==> config.mk <==
export PLATFORM = sky130hd
export DESIGN_NAME = adcr_regs
export DESIGN_NICKNAME = d
export VERILOG_FILES = /design/src/hdl/adcr_pkg.sv /design/src/hdl/adcr_corr.sv /design/src/hdl/adcr_regs.sv
export SDC_FILE = /design/constraint.sdc
export NUM_CORES = 2
export LEC_CHECK = 0
export ABC_AREA = 1
export ABC_CLOCK_PERIOD_IN_PS = 9600
export BUFFER_PORTS_ARGS = -buffer_cell sky130_fd_sc_hd__buf_2
export CAP_MARGIN = 25
export CORE_UTILIZATION = 50
export CTS_BUF_LIST = sky130_fd_sc_hd__clkbuf_16
export DETAILED_ROUTE_END_ITERATION = 8
export PLACE_DENSITY = 0.71
export SETUP_SLACK_MARGIN = 0.2
export SKIP_LAST_GASP = 1
export SLEW_MARGIN = 20
export SYNTH_ARGS = -nofsm -noshare
export SYNTH_HDL_FRONTEND = slang
export SYNTH_HIERARCHICAL = 1
export SYNTH_SLANG_ARGS = --single-unit
==> constraint.sdc <==
create_clock -name clk -period 9.6 [get_ports clk]
set_input_delay 0 -clock clk [delete_from_list [all_inputs] [get_ports clk]]
set_output_delay 0 -clock clk [all_outputs]
set_load 0.1 [all_outputs]
==> src/hdl/adcr_pkg.sv <==
// Contract
// - latest outcome held in 24-bit conversion_result_reg, msb in top byte.
// - new outcome loaded into conversion_result_reg just before result_ready_n falls.
// - host reads within data period minus 24 clocks, else next outcome overwrites.
// - result_ready_n forced high before each update, unless a read is in progress.
// - result coded two's complement or offset binary per format_select_bit.
// - unipolar_limit_bit restricts stored results to unipolar values.
// - 24-bit offset_cal_reg drives an offset correction on every outcome.
// - offset_cal_reg readable and writable by the host.
// - offset_cal_reg is two's complement whatever format_select_bit says.
// - applied offset is a linear function of offset_cal_reg, not the value itself.
// - 24-bit gain_cal_reg drives a full-scale correction on every outcome.
// - gain_cal_reg readable and writable by the host.
// - gain_cal_reg is unsigned binary whatever format_select_bit says.
// - applied gain is a linear function of gain_cal_reg, not the value itself.
// - operating_mode_field starts calibrations; temporary modes revert to normal when done.
// - result_ready_n low means result ready, high means none new.
package adcr_pkg;
  localparam logic [1:0] SEL_RESULT = 2'h0;
  localparam logic [1:0] SEL_OFFSET = 2'h1;
  localparam logic [1:0] SEL_GAIN = 2'h2;
  localparam logic [1:0] BYTE_BOT = 2'h0;
  localparam logic [1:0] BYTE_MID = 2'h1;
  localparam logic [1:0] BYTE_TOP = 2'h2;
  localparam logic [2:0] MODE_NORMAL = 3'h0;
  localparam logic [2:0] MODE_SELF = 3'h1;
  localparam logic [2:0] MODE_SYS_OFF = 3'h2;
  localparam logic [2:0] MODE_SYS_FS = 3'h3;
  localparam logic [2:0] MODE_PSEUDO = 3'h4;
  localparam logic [2:0] MODE_BACKGROUND = 3'h5;
  // guard before overwrite, in master clock periods (clk is the master clock)
  localparam int GUARD_MCLK = 24;
  localparam int CLK_PER_MCLK = 1;
  localparam logic [4:0] GUARD_CYC = 5'(GUARD_MCLK * CLK_PER_MCLK);
  localparam logic [23:0] OFFSET_RST = 24'h000000;
  localparam logic [23:0] GAIN_RST = 24'h800000;
  localparam logic [23:0] RESULT_RST = 24'h000000;
  localparam logic [24:0] GAIN_HALF = 25'h0400000;
  localparam logic [23:0] GAIN_CAL_TOP = 24'hffffff;
  localparam int PROD_SHIFT = 23;
  localparam logic [23:0] POS_MAX = 24'h7fffff;
  localparam logic [23:0] NEG_MIN = 24'h800000;
  typedef enum logic [1:0] {
    CAL_IDLE = 2'b00,
    CAL_OFF = 2'b01,
    CAL_GAIN = 2'b10
  } adcr_cal_t;
endpackage

==> src/hdl/adcr_corr.sv <==
`timescale 1ns/1ps
module adcr_corr (
  input wire logic clk,
  input wire logic rstn,
  input wire logic in_valid,
  input wire logic [23:0] in_data,
  input wire logic [23:0] offset_cal,
  input wire logic [23:0] gain_cal,
  input wire logic format_select_bit,
  input wire logic unipolar_limit_bit,
  output logic out_valid,
  output logic [23:0] out_data
);
  typedef struct packed {
    logic valid;
    logic [23:0] data;
  } adcr_corr_st_t;

  adcr_corr_st_t s_reg, s_next;
  logic signed [24:0] diff;
  logic [24:0] gterm;
  logic signed [50:0] prod;
  logic signed [50:0] scaled;
  logic [23:0] sat;

  always_comb begin
    // offset applied is half the register, read as signed
    diff = 25'(signed'(in_data)) - 25'(signed'(offset_cal) >>> 1);
    // unsigned register, unity at 0x800000
    gterm = 25'({1'b0, gain_cal} >> 1) + adcr_pkg::GAIN_HALF;
    prod = 51'(diff) * 51'(signed'({1'b0, gterm}));
    scaled = prod >>> adcr_pkg::PROD_SHIFT;
    if (scaled > 51'(signed'(adcr_pkg::POS_MAX))) begin
      sat = adcr_pkg::POS_MAX;
    end else if (scaled < 51'(signed'(adcr_pkg::NEG_MIN))) begin
      sat = adcr_pkg::NEG_MIN;
    end else begin
      sat = scaled[23:0];
    end
    if (unipolar_limit_bit && sat[23]) begin
      sat = 24'h000000;
    end
    s_next.valid = in_valid;
    s_next.data = s_reg.data;
    if (in_valid) begin
      s_next.data = {sat[23] ^ format_select_bit, sat[22:0]};
    end
  end

  always_ff @(posedge clk) begin
    if (!rstn) begin
      s_reg <= '0;
    end else begin
      s_reg <= s_next;
    end
  end

  assign out_valid = s_reg.valid;
  assign out_data = s_reg.data;

  property p_unipolar;
    @(posedge clk) disable iff (!rstn)
      out_valid && $past(unipolar_limit_bit) |-> out_data[23] == $past(format_select_bit);
  endproperty
  a_unipolar: assert property (p_unipolar) else $error("unipolar result went negative");

  property p_format;
    @(posedge clk) disable iff (!rstn)
      in_valid && in_data == 24'h000000 && offset_cal == 24'h000000 |=>
        out_data == {$past(format_select_bit), 23'h000000};
  endproperty
  a_format: assert property (p_format) else $error("zero coded wrongly");
endmodule

==> src/hdl/adcr_regs.sv <==
`timescale 1ns/1ps
module adcr_regs (
  input wire logic clk,
  input wire logic rstn,
  input wire logic raw_valid,
  input wire logic [23:0] raw_data,
  input wire logic format_select_bit,
  input wire logic unipolar_limit_bit,
  input wire logic [2:0] operating_mode_field,
  input wire logic read_active,
  input wire logic reg_rd,
  input wire logic reg_wr,
  input wire logic [1:0] reg_sel,
  input wire logic [1:0] byte_sel,
  input wire logic [7:0] reg_wdata,
  output logic [7:0] reg_rdata,
  output logic result_ready_n,
  output logic mode_revert,
  output logic cal_busy
);
  typedef struct packed {
    logic [23:0] result;
    logic [23:0] offset_cal;
    logic [23:0] gain_cal;
    logic [23:0] pend;
    logic [4:0] guard;
    logic guard_on;
    logic announce;
    logic ready_n;
    logic [7:0] rdata;
    logic revert;
    logic busy;
    logic both;
    logic bg_phase;
    logic [2:0] mode_seen;
    adcr_pkg::adcr_cal_t cal;
  } adcr_regs_st_t;

  adcr_regs_st_t s_reg, s_next;
  logic corr_in_valid;
  logic corr_valid;
  logic [23:0] corr_data;
  logic load;
  logic bg_cal_sample;
  logic take_new;

  function automatic logic [7:0] get_byte(input logic [23:0] v, input logic [1:0] sel);
    unique case (sel)
      adcr_pkg::BYTE_TOP: get_byte = v[23:16];
      adcr_pkg::BYTE_MID: get_byte = v[15:8];
      adcr_pkg::BYTE_BOT: get_byte = v[7:0];
      default: get_byte = 8'h00;
    endcase
  endfunction

  function automatic logic [23:0] put_byte(input logic [23:0] v, input logic [1:0] sel,
                                           input logic [7:0] b);
    put_byte = v;
    unique case (sel)
      adcr_pkg::BYTE_TOP: put_byte[23:16] = b;
      adcr_pkg::BYTE_MID: put_byte[15:8] = b;
      adcr_pkg::BYTE_BOT: put_byte[7:0] = b;
      default: put_byte = v;
    endcase
  endfunction

  // background mode spends every other sample on an offset measurement
  assign bg_cal_sample = operating_mode_field == adcr_pkg::MODE_BACKGROUND && s_reg.bg_phase;
  assign corr_in_valid = raw_valid && s_reg.cal == adcr_pkg::CAL_IDLE && !bg_cal_sample;
  assign load = s_reg.guard_on && s_reg.guard == 5'h00 && !read_active;
  assign take_new = corr_valid && !read_active;

  adcr_corr i_adcr_corr (
    .clk(clk),
    .rstn(rstn),
    .in_valid(corr_in_valid),
    .in_data(raw_data),
    .offset_cal(s_reg.offset_cal),
    .gain_cal(s_reg.gain_cal),
    .format_select_bit(format_select_bit),
    .unipolar_limit_bit(unipolar_limit_bit),
    .out_valid(corr_valid),
    .out_data(corr_data)
  );

  always_comb begin
    s_next = s_reg;
    s_next.revert = 1'b0;
    s_next.announce = 1'b0;
    if (reg_rd) begin
      unique case (reg_sel)
        adcr_pkg::SEL_RESULT: begin
          s_next.rdata = get_byte(s_reg.result, byte_sel);
          if (byte_sel == adcr_pkg::BYTE_BOT) begin
            s_next.ready_n = 1'b1;
          end
        end
        adcr_pkg::SEL_OFFSET: s_next.rdata = get_byte(s_reg.offset_cal, byte_sel);
        adcr_pkg::SEL_GAIN: s_next.rdata = get_byte(s_reg.gain_cal, byte_sel);
        default: s_next.rdata = 8'h00;
      endcase
    end
    if (reg_wr && reg_sel == adcr_pkg::SEL_OFFSET) begin
      s_next.offset_cal = put_byte(s_reg.offset_cal, byte_sel, reg_wdata);
    end
    if (reg_wr && reg_sel == adcr_pkg::SEL_GAIN) begin
      s_next.gain_cal = put_byte(s_reg.gain_cal, byte_sel, reg_wdata);
    end
    // a result arriving mid-read is dropped so the host never sees torn bytes
    if (take_new) begin
      s_next.pend = corr_data;
      s_next.guard_on = 1'b1;
      s_next.guard = adcr_pkg::GUARD_CYC - 5'h01;
      s_next.ready_n = 1'b1;
    end else if (s_reg.guard_on && read_active) begin
      s_next.guard_on = 1'b0;
    end else if (s_reg.guard_on) begin
      s_next.guard = s_reg.guard - 5'h01;
      if (load) begin
        s_next.result = s_reg.pend;
        s_next.guard_on = 1'b0;
        s_next.announce = 1'b1;
      end
    end
    // a newer value arriving now keeps ready high for its own guard
    if (s_reg.announce && !take_new) begin
      s_next.ready_n = 1'b0;
    end
    if (raw_valid && operating_mode_field == adcr_pkg::MODE_BACKGROUND
        && s_reg.cal == adcr_pkg::CAL_IDLE) begin
      s_next.bg_phase = !s_reg.bg_phase;
      if (s_reg.bg_phase) begin
        s_next.offset_cal = {raw_data[22:0], 1'b0};
      end
    end
    // calibration captures win over a host write in the same cycle
    unique case (s_reg.cal)
      adcr_pkg::CAL_IDLE: begin
        if (operating_mode_field != s_reg.mode_seen) begin
          s_next.mode_seen = operating_mode_field;
          s_next.both = 1'b0;
          unique case (operating_mode_field)
            adcr_pkg::MODE_SELF, adcr_pkg::MODE_PSEUDO: begin
              s_next.cal = adcr_pkg::CAL_OFF;
              s_next.both = 1'b1;
            end
            adcr_pkg::MODE_SYS_OFF: s_next.cal = adcr_pkg::CAL_OFF;
            adcr_pkg::MODE_SYS_FS: s_next.cal = adcr_pkg::CAL_GAIN;
            default: s_next.cal = adcr_pkg::CAL_IDLE;
          endcase
        end
      end
      adcr_pkg::CAL_OFF: begin
        if (raw_valid) begin
          s_next.offset_cal = {raw_data[22:0], 1'b0};
          s_next.cal = s_reg.both ? adcr_pkg::CAL_GAIN : adcr_pkg::CAL_IDLE;
          s_next.revert = !s_reg.both;
        end
      end
      adcr_pkg::CAL_GAIN: begin
        if (raw_valid) begin
          // first-order reciprocal: full-scale sample of 0x7fffff gives unity
          s_next.gain_cal = adcr_pkg::GAIN_CAL_TOP - raw_data;
          s_next.cal = adcr_pkg::CAL_IDLE;
          s_next.revert = 1'b1;
        end
      end
      default: s_next.cal = adcr_pkg::CAL_IDLE;
    endcase
    s_next.busy = s_next.cal != adcr_pkg::CAL_IDLE;
  end

  always_ff @(posedge clk) begin
    if (!rstn) begin
      s_reg <= '0;
      s_reg.result <= adcr_pkg::RESULT_RST;
      s_reg.offset_cal <= adcr_pkg::OFFSET_RST;
      s_reg.gain_cal <= adcr_pkg::GAIN_RST;
      s_reg.ready_n <= 1'b1;
      s_reg.mode_seen <= adcr_pkg::MODE_NORMAL;
      s_reg.cal <= adcr_pkg::CAL_IDLE;
    end else begin
      s_reg <= s_next;
    end
  end

  assign reg_rdata = s_reg.rdata;
  assign result_ready_n = s_reg.ready_n;
  assign mode_revert = s_reg.revert;
  assign cal_busy = s_reg.busy;

  logic [5:0] hold_cnt;
  always_ff @(posedge clk) begin
    if (!rstn || !s_reg.guard_on || take_new) begin
      hold_cnt <= 6'h00;
    end else begin
      hold_cnt <= hold_cnt + 6'h01;
    end
  end

  property p_ann_low;
    @(posedge clk) disable iff (!rstn) load ##1 !take_new |=> !result_ready_n;
  endproperty
  a_ann_low: assert property (p_ann_low) else $error("ready not low after load");

  property p_fall_after_load;
    @(posedge clk) disable iff (!rstn) $fell(result_ready_n) |-> $past(load, 2);
  endproperty
  a_fall_after_load: assert property (p_fall_after_load) else $error("ready fell, no load");

  property p_guard_high;
    @(posedge clk) disable iff (!rstn) s_reg.guard_on |-> result_ready_n;
  endproperty
  a_guard_high: assert property (p_guard_high) else $error("ready low during update");

  property p_guard_span;
    @(posedge clk) disable iff (!rstn) load |-> hold_cnt == 6'(adcr_pkg::GUARD_CYC - 5'h01);
  endproperty
  a_guard_span: assert property (p_guard_span) else $error("overwrite guard length wrong");

  property p_read_stable;
    @(posedge clk) disable iff (!rstn) read_active |=> $stable(s_reg.result);
  endproperty
  a_read_stable: assert property (p_read_stable) else $error("result changed mid-read");

  property p_read_clear;
    @(posedge clk) disable iff (!rstn)
      reg_rd && reg_sel == adcr_pkg::SEL_RESULT && byte_sel == adcr_pkg::BYTE_BOT
      && !s_reg.announce |=> result_ready_n;
  endproperty
  a_read_clear: assert property (p_read_clear) else $error("ready not cleared by read");

  property p_offset_wr;
    @(posedge clk) disable iff (!rstn)
      reg_wr && reg_sel == adcr_pkg::SEL_OFFSET && byte_sel == adcr_pkg::BYTE_MID
      && s_reg.cal == adcr_pkg::CAL_IDLE && !raw_valid |=> s_reg.offset_cal[15:8] == $past(reg_wdata);
  endproperty
  a_offset_wr: assert property (p_offset_wr) else $error("offset byte not written");

  property p_gain_rd;
    @(posedge clk) disable iff (!rstn)
      reg_rd && reg_sel == adcr_pkg::SEL_GAIN && byte_sel == adcr_pkg::BYTE_TOP
      |=> reg_rdata == $past(s_reg.gain_cal[23:16]);
  endproperty
  a_gain_rd: assert property (p_gain_rd) else $error("gain top byte misread");

  property p_revert;
    @(posedge clk) disable iff (!rstn) mode_revert |-> $past(cal_busy) && !cal_busy;
  endproperty
  a_revert: assert property (p_revert) else $error("revert without calibration");

  c_announce: cover property (@(posedge clk) disable iff (!rstn) $fell(result_ready_n));
  c_abort: cover property (@(posedge clk) disable iff (!rstn) s_reg.guard_on && read_active);
  c_self_cal: cover property (@(posedge clk) disable iff (!rstn)
    s_reg.cal == adcr_pkg::CAL_GAIN && s_reg.both ##[1:1000] mode_revert);
endmodule

==> flow_metrics.py <==
metrics = {
    "status": {
        "status": "completed",
    },
    "synth": {
        "synth-main-ff-cell": "sky130_fd_sc_hd__dfxtp_1",
        "ys_ff_latch": 146,
        "ys_types": 58,
        "synth_most_common_cell": "sky130_fd_sc_hd__inv_1",
        "synth_cells": 4136,
        "total_standard_cell_area_after_synthesis_um2": 31000,
        "postSynthAreaPerCell_um2": 7.50,
        "synth.area.top_cells": "sky130_fd_sc_hd__fa_1 39%, sky130_fd_sc_hd__inv_1 11%, sky130_fd_sc_hd__nand2_1 11%",
        "synthesis.nets": 4952,
        "synth.top_cells.by_count": "915 x sky130_fd_sc_hd__inv_1, 895 x sky130_fd_sc_hd__nand2_1, 601 x sky130_fd_sc_hd__fa_1",
        "synth_sequential_area_ratio_pct": 9.43,
        "synth_enable_flop_cells": 0,
        "synth_top_area_share_pct": 38.8,
        "async_reset_ff_share_pct": 0,
        "synthesis.yosys.warnings": 6,
        "synth_top_cell_by_area": "sky130_fd_sc_hd__fa_1",
    },
    "global_routing": {
        "pin_count_of_the_biggest_net_entering_global_routing": 66,
        "grt_antenna_before_repair": 3,
        "grt_pass1_vias": 27049,
        "groute.usage.overall_pct": 32.0,
        "grt_pass1_wl_mm": 154,
        "grt_overflow": 0,
    },
    "critical_path": {
        "critical-path-slowest-cell": "sky130_fd_sc_hd__fa_1",
        "path_class": "flip-flop to flip-flop",
        "path_common_cell": "sky130_fd_sc_hd__nand2_1",
        "timing.critical_path.from_type": "flip-flop",
        "setup.worst_path.end_class": "flip-flop",
        "cp_top_family": "adder cells",
        "critPathRequiredTime_ns": 9.98,
        "critPathArrivalTime_ns": 9.32,
        "delay_contributed_by_the_slowest_stage_of_the_critical_path_ns": 0.62,
        "critical_path.n_buffers_inverters": 8,
        "crit_fanout": 12,
    },
    "sta": {
        "final_skew_ns": 0.0234,
        "fmaxAchievable_mhz": 112,
        "final_max_slew_viol_count": 0,
        "post-route-worst-setup-slack_ns": 0.662,
        "rsz_0062_raised_after_global_routing": "false",
        "tightest_slew_ns": 1.16,
        "final_hold_viol_count": 0,
        "fin_setup_tns_ns": 0,
        "timing.max_slew.rel_slack_pct": 22.8,
        "holdWs_ns": 0.00555,
        "period_share_pct": 93.1,
        "setup-violations-final": 0,
        "timing.final.crit_period_ns": 8.94,
    },
    "drt": {
        "viasPerCell": 5.43,
        "route.vias.total": 26928,
        "drt_iter0_drc": 2853,
        "antenna_left": 0,
        "totalWireLength_mm": 98.3,
        "detail_route.drc_violations": 0,
        "dr.pass1.iters": 7,
        "drt-wirelength-per-cell_um": 19.8,
    },
    "run": {
        "maxCapViolations": 0,
    },
    "pwr": {
        "power_density_nw_per_um2": 342,
        "ir_drop_v": 0.000732,
        "leakagePower_nw": 17.3,
        "power_mw": 11.3,
    },
    "layout": {
        "flow.area_growth_from_synthesis_pct": 7.07,
        "final-seq-area_um2": 2920,
        "layout-drive-gt1-share_pct": 9.03,
        "antenna_cells": 0,
        "post-route-cell-area_um2": 33200,
        "multi_input_area_um2": 23700,
        "largest_register_ffs": 110,
        "final_net_count": 4980,
        "fillerInstances": 5720,
        "layout.core_utilization_pct": 54.6,
        "layoutNonFillerInstCount": 4959,
    },
    "floorplan": {
        "design.portCount": 58,
        "die_x_um": 251,
        "core_area_um2": 60800,
        "floorplan.initialDensity_pct": 51.0,
        "die_area_um2": 63000,
        "row_count": 90,
        "fp.dieH_um": 251,
    },
    "cts": {
        "number_of_h_tree_levels": 4,
        "cts_num_sinks": 146,
        "tritoncts.num_buffers": 17,
        "clockRootBuffer": "sky130_fd_sc_hd__clkbuf_16",
        "clock_network_latency_to_the_later_pin_of_the_worst_skew_pair_ns": 0.45,
        "tritoncts": "done",
        "clk_path_buf_depth": 2,
        "clock_edge_transition_at_the_registers_on_the_reported_setup_and_hold_paths_ns": 0.07,
    },
    "placement": {
        "dpl_cell_area_um2": 32100,
        "gp_congestion": 1.04,
        "dpl.cell_count": 4879,
        "detailedPlace.worstSlack_ns": 0.304,
        "buffer_ports.inserted": 57,
        "dp_hpwl_mm": 80.4,
    },
    "hold_path": {
        "min_path_type": "input pin to flip-flop",
    },
}
worst register-to-register path: cells and delay by family, from the launching register on:
| family | cells | cell delay (ns) |
|---|---|---|
| AOI/OAI and AO/OA | 5 | 0.72 |
| adders and majority gates | 9 | 4.50 |
| buffers and inverters | 8 | 0.71 |
| DFF | 1 | 0.37 |
| and+or+nand+nor | 21 | 2.58 |
report_power, final:
part	switching, mW	internal, mW	total (mW)
Clock	0.336	0.353	0.690
Sequential	0.0523	0.676	0.728
Combinational	6.56	3.36	9.93
Total	6.95	4.39	11.3
final cells by class:
cell class              count  area share [%]
repair buffers            186            4.09
clock inverters            15           0.565
well taps                 782            2.95
flip-flops and latches    146            8.80
inverters                 955            10.9
multi-input cells        2858            71.4
clock buffers              17            1.28
timing repair:
| action | 4_1_cts | 5_1_grt |
|---|---|---|
| hold buffers | 32 | 0 |
| endpoints found under the setup margin | 0 | 24 |
| resized for setup | 0 | 24 |
| endpoints found under the hold margin | 62 | 0 |
| buffers inserted | 0 | 13 |
metal layers:
metal | vias up | global-route usage [%] | wire length (um)
met4 | 6 | 13.9 | 5570
met3 | 328 | 7.49 | 10500
met5 | - | 0 | 33
met1 | 13000 | 42.7 | 38700
li1 | 12176 | - | -
met2 | 1418 | 49.7 | 43500
path summary, 6_finish.rpt:
| path | startpoint | endpoint | slack [ns] | cells past startpoint |
|---|---|---|---|---|
| hold / removal | unipolar_limit_bit | i_adcr_corr/out_data[23] | 0.006 | 5 |
| hold reg to reg | s_reg[28] | s_reg[28] | 0.45 | 2 |
| setup reg to reg | s_reg[76] | i_adcr_corr/out_data[18] | 0.66 | 43 |
| setup / recovery | s_reg[76] | i_adcr_corr/out_data[18] | 0.66 | 43 |
cell families after synthesis:
kind of cell | share of synthesized area (%)
and+or+nand+nor | 22.5
buffers and inverters | 14.4
adders and majority gates | 45.6
AOI/OAI and AO/OA | 6.57
DFF | 9.43
xor gates and xnor gates | 1.50
other | 0.0242
muxes | 0.0323
placed cells by master, fill, tap and decap left out, types with 9 or more instances in the layout:
master	n
sky130_fd_sc_hd__o21bai_1	12
sky130_fd_sc_hd__nand2_2	58
sky130_fd_sc_hd__a22oi_1	22
sky130_fd_sc_hd__or2_2	34
sky130_fd_sc_hd__a21o_1	11
sky130_fd_sc_hd__buf_4	93
sky130_fd_sc_hd__fa_1	596
sky130_fd_sc_hd__o21ai_0	85
sky130_fd_sc_hd__nor2_1	457
sky130_fd_sc_hd__nand2_1	895
sky130_fd_sc_hd__ha_1	166
sky130_fd_sc_hd__xor2_1	28
sky130_fd_sc_hd__inv_2	19
sky130_fd_sc_hd__a21oi_2	24
sky130_fd_sc_hd__inv_1	911
sky130_fd_sc_hd__clkbuf_16	17
sky130_fd_sc_hd__nand3_1	173
sky130_fd_sc_hd__xnor2_1	17
sky130_fd_sc_hd__dfxtp_1	146
sky130_fd_sc_hd__nand4_1	9
sky130_fd_sc_hd__nor2_2	13
sky130_fd_sc_hd__buf_2	57
sky130_fd_sc_hd__nor3_1	14
sky130_fd_sc_hd__dlygate4sd3_1	32
sky130_fd_sc_hd__a21oi_1	174
sky130_fd_sc_hd__clkinv_1	18
Power figures use the tool's default switching activity.
